===== config.mk =====
export PLATFORM = sky130hd
export DESIGN_NAME = fbsr_shift_register
export DESIGN_NICKNAME = d
export VERILOG_FILES = /design/src/rtl/fbsr_shift_register.sv /design/src/rtl/fbsr_fifo.sv
export SDC_FILE = /design/constraint.sdc
export NUM_CORES = 1
export LEC_CHECK = 0
export ABC_AREA = 1
export BUFFER_PORTS_ARGS = -buffer_cell sky130_fd_sc_hd__buf_2
export CORE_ASPECT_RATIO = 1.4
export CORE_MARGIN = 2
export CORE_UTILIZATION = 49
export CTS_CLUSTER_SIZE = 28
export DETAILED_ROUTE_END_ITERATION = 7
export PLACE_DENSITY = 0.69
export SLEW_MARGIN = 15
export SYNTH_ARGS = -nofsm -noshare
export SYNTH_HDL_FRONTEND = slang
export SYNTH_SLANG_ARGS = --single-unit

===== constraint.sdc =====
create_clock -name clk_sys -period 3.4 [get_ports clk_sys]
set_clock_uncertainty 0.15 [all_clocks]
set_input_delay 0.68 -clock clk_sys [delete_from_list [all_inputs] [get_ports clk_sys]]
set_output_delay 0.68 -clock clk_sys [all_outputs]
set_load 0.005 [all_outputs]

===== src/rtl/fbsr_shift_register.sv =====
// Behaviour
// - load_select high at a falling fall_clock edge loads all four parallel_in bits.
// - load_select low at a falling edge shifts stages one place toward stage three.
// - during a shift, serial_in enters stage zero at that same falling edge.
// - loads and shifts happen only on falling fall_clock edges, never rising ones.
// - mode, parallel and serial inputs matter only at the active falling edge.
// - clear_n low clears all stages and overrides the clock and the mode, parallel and serial inputs.
// - out_enable_n low drives the register contents onto parallel_out.
// - out_enable_n high releases the bus by clearing parallel_out_en; parallel_out still carries the stages.
// - output enable affects only the buffers; load, shift and clear carry on.
// - chain_out always shows stage three, even while parallel_out is released.
package fbsr_pkg;
    localparam int STAGES = 4;
    localparam logic [3:0] STAGE_RESET = 4'h0;
    localparam int LAST_STAGE = 3;
    localparam int FIFO_DEPTH = 16;
    // idle level of the pin history; low means no edge is seen straight after reset
    localparam logic FALL_CLOCK_IDLE = 1'h0;

    typedef enum logic [0:0]
    {
        FBSR_SHIFT = 1'b0,
        FBSR_LOAD = 1'b1
    } fbsr_mode_t;

    typedef struct packed
    {
        logic load_select;
        logic serial_in;
        logic [3:0] parallel_in;
    } fbsr_ctrl_t;

    // one record per register update, offered to the snapshot fifo and dropped when it is full
    typedef struct packed
    {
        fbsr_mode_t mode;
        logic [3:0] stages;
    } fbsr_snap_t;

    localparam int SNAP_WIDTH = $bits(fbsr_snap_t);
endpackage : fbsr_pkg

`timescale 1ns/10ps
`default_nettype none

module fbsr_shift_register #(
    parameter int FIFO_DEPTH = fbsr_pkg::FIFO_DEPTH
)
(
    input wire logic clk_sys,
    input wire logic rst,
    input wire logic fall_clock,
    input wire logic clear_n,
    input wire logic load_select,
    input wire logic serial_in,
    input wire logic [3:0] parallel_in,
    input wire logic out_enable_n,
    output logic [3:0] parallel_out,
    output logic parallel_out_en,
    output logic chain_out,
    output logic snap_in_ready,
    output logic snap_valid,
    input wire logic snap_ready,
    output fbsr_pkg::fbsr_snap_t snap_data
);

    fbsr_pkg::fbsr_ctrl_t ctrl;
    logic fall_clock_q;
    logic next_fall_clock_q;
    logic [3:0] stages;
    logic [3:0] next_stages;
    logic next_chain_out;
    logic next_parallel_out_en;
    logic fall_edge;
    logic update;
    logic snap_push;
    logic [fbsr_pkg::SNAP_WIDTH-1:0] snap_raw;
    fbsr_pkg::fbsr_snap_t snap_word;

    function automatic logic [3:0] shift_step(input logic [3:0] cur, input logic din);
        shift_step = {cur[2:0], din};
    endfunction : shift_step

    assign ctrl = '{load_select: load_select, serial_in: serial_in, parallel_in: parallel_in};

    // a falling edge is the pin seen high last cycle and low now
    assign fall_edge = fall_clock_q & ~fall_clock;
    assign update = fall_edge & clear_n;

    always_comb
    begin
        next_fall_clock_q = fall_clock;
        next_stages = stages;
        if (!clear_n)
        begin
            next_stages = fbsr_pkg::STAGE_RESET;
        end
        else if (fall_edge)
        begin
            // inputs are looked at only here, so changes between edges do nothing
            if (fbsr_pkg::fbsr_mode_t'(ctrl.load_select) == fbsr_pkg::FBSR_LOAD)
            begin
                next_stages = ctrl.parallel_in;
            end
            else
            begin
                next_stages = shift_step(stages, ctrl.serial_in);
            end
        end
        // otherwise the stages hold, zero after a clear until an edge comes
        next_chain_out = next_stages[fbsr_pkg::LAST_STAGE];
        next_parallel_out_en = ~out_enable_n;
    end

    always_ff @(posedge clk_sys)
    begin
        if (rst)
        begin
            fall_clock_q <= fbsr_pkg::FALL_CLOCK_IDLE;
            stages <= fbsr_pkg::STAGE_RESET;
            chain_out <= 1'h0;
            parallel_out_en <= 1'h0;
        end
        else
        begin
            fall_clock_q <= next_fall_clock_q;
            stages <= next_stages;
            chain_out <= next_chain_out;
            parallel_out_en <= next_parallel_out_en;
        end
    end

    // the value stays on parallel_out while released; the enable alone decides the bus
    assign parallel_out = stages;

    // each update is offered to the snapshot stream; a full fifo drops it, never the update
    assign snap_word = '{mode: fbsr_pkg::fbsr_mode_t'(ctrl.load_select), stages: next_stages};
    assign snap_push = update;

    fbsr_fifo #(
        .WIDTH(fbsr_pkg::SNAP_WIDTH),
        .DEPTH(FIFO_DEPTH)
    ) u_snap_fifo (
        .clk_sys(clk_sys),
        .rst(rst),
        .in_valid(snap_push),
        .in_ready(snap_in_ready),
        .in_data(snap_word),
        .out_valid(snap_valid),
        .out_ready(snap_ready),
        .out_data(snap_raw)
    );

    assign snap_data = fbsr_pkg::fbsr_snap_t'(snap_raw);

endmodule : fbsr_shift_register

`default_nettype wire


===== src/rtl/fbsr_fifo.sv =====
`timescale 1ns/10ps
`default_nettype none

module fbsr_fifo #(
    parameter int WIDTH = 5,
    parameter int DEPTH = 16
)
(
    input wire logic clk_sys,
    input wire logic rst,
    input wire logic in_valid,
    output logic in_ready,
    input wire logic [WIDTH-1:0] in_data,
    output logic out_valid,
    input wire logic out_ready,
    output logic [WIDTH-1:0] out_data
);

    localparam int PW = (DEPTH > 1) ? $clog2(DEPTH) : 1;
    localparam int CW = $clog2(DEPTH + 1);
    localparam logic [PW-1:0] LAST_PTR = PW'(DEPTH - 1);
    localparam logic [CW-1:0] FULL_COUNT = CW'(DEPTH);

    logic [WIDTH-1:0] mem [DEPTH];
    logic [PW-1:0] wr_ptr;
    logic [PW-1:0] rd_ptr;
    logic [CW-1:0] count;
    logic [PW-1:0] next_wr_ptr;
    logic [PW-1:0] next_rd_ptr;
    logic [CW-1:0] next_count;
    logic next_out_valid;
    logic next_in_ready;
    logic push;
    logic pop;

    function automatic logic [PW-1:0] ptr_inc(input logic [PW-1:0] p);
        ptr_inc = (p == LAST_PTR) ? '0 : p + PW'(1);
    endfunction : ptr_inc

    assign push = in_valid & in_ready;
    // the output register refills when empty or when its word is taken
    assign pop = (count != '0) & (~out_valid | out_ready);

    always_comb
    begin
        next_wr_ptr = push ? ptr_inc(wr_ptr) : wr_ptr;
        next_rd_ptr = pop ? ptr_inc(rd_ptr) : rd_ptr;
        next_count = count + CW'(push) - CW'(pop);
        next_out_valid = pop | (out_valid & ~out_ready);
        next_in_ready = next_count != FULL_COUNT;
    end

    always_ff @(posedge clk_sys)
    begin
        if (rst)
        begin
            wr_ptr <= '0;
            rd_ptr <= '0;
            count <= '0;
            out_valid <= 1'h0;
            in_ready <= 1'h1;
            out_data <= '0;
        end
        else
        begin
            wr_ptr <= next_wr_ptr;
            rd_ptr <= next_rd_ptr;
            count <= next_count;
            out_valid <= next_out_valid;
            in_ready <= next_in_ready;
            if (pop)
            begin
                out_data <= mem[rd_ptr];
            end
        end
    end

    always_ff @(posedge clk_sys)
    begin
        if (push)
        begin
            mem[wr_ptr] <= in_data;
        end
    end

endmodule : fbsr_fifo

`default_nettype wire


-- After elaboration in Yosys (flattened, before gate mapping)
Memory sizes are Yosys's and may differ from the RTL's. A register that Yosys moved wholly into a read port is not among the register bits.
Cells that the tools add are included.
- reduce and logical (&&, ||, !) cells: 1
- $add $sub $neg: 4
- bitwise gates (word level): 11
- equality and inequality tests: 3
- mux-type cells: 7
- operators with widths (operator ; number):
    two-way mux 4 bit ; 5
    adder 4 x 1 -> 4 bit, second input constant ; 2
    == test 4 bit, second input constant ; 2
    adder 5 x 1 -> 5 bit ; 1
    AND 1 bit ; 5
    inequality test 5 bit, second input constant ; 1
    nonzero test 5 bit ; 1
    subtractor 5 x 1 -> 5 bit ; 1
    NOT 1 bit ; 4
    two-way mux 1 bit ; 2
    OR 1 bit ; 2
- memory bits (writable): 80
- output and inout port bits: 13
- register bits: 22
- memories: 1
- memory list (name ; words ; bits a word ; read ports ; clocked after memory_dff ; write ports ; line ; source):
    u_snap_fifo.mem ; 16 ; 5 ; 1 ; 1 ; 1 ; fbsr_fifo.sv:24 ; logic [WIDTH-1:0] mem [DEPTH];

-- Depth between registers and ports, before layout
- depth in word-level cells: 7
- mapped depth: 16
- gate-level depth less buffers: 15

-- Cells and area by module
From an unflattened synthesis, not the netlist that was laid out.
- cell total of the unflattened synthesis: 502
- area total of the unflattened synthesis: 4758.3 µm²
- modules (own cells, without submodules) (module ; area an instance (µm²) ; instances ; seq. area each (µm²) ; cells each):
    fbsr_fifo ; 4463.0 ; 1 ; 2802.7 ; 455
    fbsr_shift_register ; 295.3 ; 1 ; 120.1 ; 47

-- Worst setup path after synthesis
OpenSTA, ideal clock, no wires.
- path type: input to register
- from: input snap_ready
- to: register u_snap_fifo.in_ready
- buffers on the path: 1
- slack: 0.705 ns
- cell stages on the path: 13
- arrival time: 2.417 ns
- setup time: 0.127 ns
- path through: nor2_1 a21oi_2 buf_4 ha_1 inv_1 ha_1 inv_1 fa_1 nand3b_1 nand3_1 nand2_1 nor2_1 nand4_1
- cells in the longest elaborated chain, start to end: 4
- ends and longest elaborated chain (element ; line ; source):
    start: declaration ; fbsr_shift_register.sv:63 ; input wire logic snap_ready,
    OR 1 bit ; fbsr_fifo.sv:42 ; assign pop = (count != '0) & (~out_valid | out_ready);
    AND 1 bit ; fbsr_fifo.sv:42 ;
    net u_snap_fifo.pop ; fbsr_fifo.sv:34 ; logic pop;
    subtractor 5 x 1 -> 5 bit ; fbsr_fifo.sv:48 ; next_count = count + CW'(push) - CW'(pop);
    inequality test 5 bit ; fbsr_fifo.sv:50 ; next_in_ready = next_count != FULL_COUNT;
    end signal: assignment ; fbsr_fifo.sv:70 ; in_ready <= next_in_ready;
    end: declaration ; fbsr_fifo.sv:12 ; output logic in_ready,
The timed path passes the listed nets, and every way through them passes these cells.
A chain may end at the register's enable or synchronous reset.

-- Worst setup path after layout
- from: register u_snap_fifo.count[3]
- to: register u_snap_fifo.in_ready
- cells in the longest elaborated chain, start to end: 4
- elaborated cells between the ends (all ways): 5
- ends and longest elaborated chain (element ; line ; source):
    start: declaration ; fbsr_fifo.sv:27 ; logic [CW-1:0] count;
    start signal: assignment ; fbsr_fifo.sv:68 ; count <= next_count;
    parallel branches: the longest is 2 deep, another holds adder 5 x 1 -> 5 bit ; -- ;
    subtractor 5 x 1 -> 5 bit (*) ; fbsr_fifo.sv:48 ;
    inequality test 5 bit (*) ; fbsr_fifo.sv:50 ;
Mark *: on every way between the ends.

==> reports/summary.md <==
The run finished with clean final reports. The tool flagged a number of max-cap violations equal to 0. For the leftover overflow at the end of global routing, the log shows 0.

The routed design could run at a clock period as short as 2.70 ns. Number of nets in the finished design: 536. For the number of hold-slack violations in the final timing report, the log shows 0. The run gives 0 as the post-CTS setup-driven buffer insertion count. Maximum fanout count along the critical path: 2. The per-instance average area after synthesis is 9.70 um2. The number of buffers inserted for hold repair after clock tree synthesis is 0, and the via count of the first global-routing pass is 3152. Clock-pin slew was measured on the worst setup and hold paths at 0.07 ns. For the insertion delay to the later sink of the worst-skew pair, the log shows 0.35 ns.

Setup repair after global routing left no endpoint under its margin. The cell family contributing the most delay on the critical path is adder cells. The floorplan has 42 rows. TritonCTS built the clock tree.

The worst slew margin relative to its limit is 40.4%, and the yosys synthesis warning count is 0. The initial antenna violation count came out at 0. The run gives 488 as the count of mapped cells out of synthesis. The post-route non-filler standard cell count came out at 627. Buffers placed on the I/O ports in this run total 24. The transition at the pin with the smallest max-transition slack was 0.889 ns. The critical path in this run is classified as register to register.

The logs give 298 for the count of routing violations after the opening detailed-route iteration and 0 for the count of instances resized after the clock tree is built. The logs give 9410 um2 for the core area and 0.327 ns for the worst hold-check slack. Critical path endpoint category: a register. Summing every instance area after synthesis gives 4730 um2. In the routed design, unresolved DRC markers number 0. The part of the cycle the worst path needs is 79.4%, and the overall die area is 10500 um2. In this run the remaining antenna-violating nets after routing total 0. The analysis attributes to cell leakage a power of 0.00223 uW.

The die extent in y is 120 um, and the effective utilization at floorplan is 50.3%. Worst-case vdd ir drop: 0.435 mV. The worst hold path belongs to the class primary input to register. For this run, the top clock speed supported by timing is 370 MHz.

For this run, the detailed router's first-pass iteration total came to 5. The tools report the clock net sink count as 106. After filler insertion, the fill cell instance count of the layout stands at 778. The H-tree generated during clock tree synthesis spans 3 levels. The critical path contains buffers and inverters numbering 4 combined. Synthesis-stage register bit count: 106. Average wire length per cell after detail routing: 15.6 um.

Dividing total power by cell area gives a power density of 704 nW/um2. The number of antenna repair diodes is 0. Entering global routing, the biggest net connects 42 pins. The maximum clock path buffer count is 2, and the data arrival time of the critical path is 2.78 ns. For the number of top-level design ports, the log shows 25. Max-slew violation count: 0.

The largest incremental delay on the critical path is 0.39 ns. Highest-delay cell along the critical path: sky130_fd_sc_hd__fa_1. Timing analysis after detailed placement gives a worst setup slack of 0.559 ns.

In this run, placement finished with an instance count of 611. After synthesis, the netlist uses 27 different library cells. The number of clock buffers inserted by TritonCTS is 9, and the total via count after detailed routing is 3322.

Counting every net in the synthesized netlist gives 512. Of the synthesized area, sequential elements account for 61.8%. Across every metal layer, demand over resource in global routing totals 20.3%. The floorplan step set the die width to 87.1 um. The number of failing setup endpoints in the final timing report is 0, and the total routed wirelength is 9.81 mm. The worst register-to-register path has a setup slack of 0.70 ns.

The tools report the required time of the worst setup path as 3.48 ns. Setup total negative slack on the finished layout was measured at 0 ns. The critical path goes through inv_1 > ha_1 > inv_1 > nor2_1 > a21oi_2 > ha_1 > inv_1 > ha_1 > inv_1 > fa_1 > nand3b_1 > nand3_1 > nand2_1 > nor2_1 > nand4_1.

The run gives 6.67 mm as the post-detailed-placement half-perimeter wirelength. Using the TritonRoute via totals, the vias-per-cell ratio works out to 5.30. By instance count, the cell type seen most on the critical path is sky130_fd_sc_hd__inv_1. The wire length of the first global-routing pass is 15.9 mm. In this run the clock root is driven by a sky130_fd_sc_hd__clkbuf_16. The startpoint class of the critical path was a register. The fraction of final layout cells sized beyond drive strength 1 came out at 10.1%. The routability congestion estimate was 0.821; the area added between synthesis and finish was 10.4%.

Setup slack on the critical path of the routed design comes to 0.699 ns.
[cells in the mapped netlist]
library cell,number,area [um2]
sky130_fd_sc_hd__nand2_1,124,465
sky130_fd_sc_hd__fa_1,1,20.0
sky130_fd_sc_hd__ha_1,11,138
sky130_fd_sc_hd__a31oi_1,4,25.0
sky130_fd_sc_hd__o21ai_0,13,65.1
sky130_fd_sc_hd__or2_2,1,6.26
sky130_fd_sc_hd__nand3_4,1,17.5
sky130_fd_sc_hd__buf_2,8,40.0
sky130_fd_sc_hd__nand4_1,1,6.26
sky130_fd_sc_hd__dfxtp_1,26,521
sky130_fd_sc_hd__buf_6,5,56.3
sky130_fd_sc_hd__inv_2,1,3.75
sky130_fd_sc_hd__nor3_1,3,15.0
sky130_fd_sc_hd__and2_1,4,25.0
sky130_fd_sc_hd__a21oi_1,21,105
sky130_fd_sc_hd__buf_4,4,30.0
sky130_fd_sc_hd__a21oi_2,1,8.76
sky130_fd_sc_hd__and3_1,1,6.26
sky130_fd_sc_hd__xor2_1,3,26.3
sky130_fd_sc_hd__edfxtp_1,80,2400
sky130_fd_sc_hd__inv_1,76,285
sky130_fd_sc_hd__inv_4,1,6.26
sky130_fd_sc_hd__clkbuf_1,1,3.75
sky130_fd_sc_hd__nand3_1,63,315
sky130_fd_sc_hd__nor2_4,1,11.3
sky130_fd_sc_hd__nand3b_1,1,7.51
sky130_fd_sc_hd__nor2_1,32,120
[metrics by stage]
step                util, %  cell area, um2  total power, uW
finish                 55.5            5230             3680
global route           55.5            5230             3890
CTS                    55.5            5230             3690
detailed placement     52.2            4910             2630
global placement       52.2            4910             2600
floorplan                 -            4730             2370
[logic make-up (layout without fill, tap and decap cells)]
| logic type | count (synthesis) | in the layout | share of synthesized area (%) |
|---|---|---|---|
| AO/OA/AOI/OAI | 39 | 39 | 4.31 |
| XOR/XNOR | 3 | 3 | 0.555 |
| adder cells (fa/ha/maj) | 12 | 12 | 3.33 |
| buffers and inverters | 96 | 125 | 8.99 |
| flip-flops | 106 | 106 | 61.8 |
| AND/OR/NAND/NOR | 232 | 232 | 21.0 |
[worst paths after layout]
| check | start | end | depth (start not counted) |
|---|---|---|---|
| setup / recovery | u_snap_fifo.count[3] | u_snap_fifo.in_ready | 15 |
| hold / removal | out_enable_n | parallel_out_en | 2 |
| hold reg to reg | u_snap_fifo.rd_ptr[3] | u_snap_fifo.rd_ptr[3] | 2 |
| setup reg to reg | u_snap_fifo.count[3] | u_snap_fifo.in_ready | 15 |
[cell type report]
class / count / area [um2] / share of cell area (%)
Clock inverter: 5 / 58.8 / 1.13
Clock buffer: 11 / 254 / 4.86
Multi-Input combinational cell: 286 / 1380 / 26.5
Tap cell: 110 / 138 / 2.63
Timing Repair Buffer: 31 / 173 / 3.30
Inverter: 78 / 295 / 5.65
Sequential cell: 106 / 2920 / 55.9
[power breakdown]
| group | switching, uW | internal (uW) | total, uW |
|---|---|---|---|
| clock network | 452 | 619 | 1070 |
| logic | 688 | 357 | 1050 |
| registers | 92.7 | 1470 | 1560 |
[worst register-to-register path: stages, from the launching register on]
cell and delay, ns:
sky130_fd_sc_hd__dfxtp_1 0.32, sky130_fd_sc_hd__inv_1 0.07, sky130_fd_sc_hd__ha_1 0.14, sky130_fd_sc_hd__inv_1 0.04, sky130_fd_sc_hd__nor2_1 0.17, sky130_fd_sc_hd__a21oi_2 0.10, sky130_fd_sc_hd__ha_1 0.30, sky130_fd_sc_hd__inv_1 0.06
sky130_fd_sc_hd__ha_1 0.17, sky130_fd_sc_hd__inv_1 0.06, sky130_fd_sc_hd__fa_1 0.39, sky130_fd_sc_hd__nand3b_1 0.19, sky130_fd_sc_hd__nand3_1 0.10, sky130_fd_sc_hd__nand2_1 0.06, sky130_fd_sc_hd__nor2_1 0.17, sky130_fd_sc_hd__nand4_1 0.10
[routing by layer]
layer / wire length [um] / GRT usage, %
met1: 4010 / 25.2
met5: 0 / 0
met4: 297 / 9.18
met3: 466 / 3.62
met2: 5030 / 34.0
[registers in the layout (all words and copies together), names as in the netlist]
signal	cells
u_snap_fifo.out_valid	1
chain_out	1
u_snap_fifo.wr_ptr	4
u_snap_fifo.rd_ptr	4
u_snap_fifo.count	5
u_snap_fifo.in_ready	1
parallel_out	3
u_snap_fifo.mem	80
u_snap_fifo.out_data	5
parallel_out_en	1
fall_clock_q	1
[layout by cell type, fill, tap and decap left out, drive strengths merged]
master / synthesis / final
a21oi: 22 / 22
a31oi: 4 / 4
and2: 4 / 4
and3: 1 / 1
buf: 17 / 31
bufinv: 0 / 1
clkbuf: 1 / 11
clkinv: 0 / 2
dfxtp: 26 / 26
edfxtp: 80 / 80
fa: 1 / 1
ha: 11 / 11
inv: 78 / 80
nand2: 124 / 124
nand3: 64 / 64
nand3b: 1 / 1
nand4: 1 / 1
nor2: 33 / 33
nor3: 3 / 3
o21ai: 13 / 13
or2: 1 / 1
xor2: 3 / 3
Power figures use the tool's default switching activity.
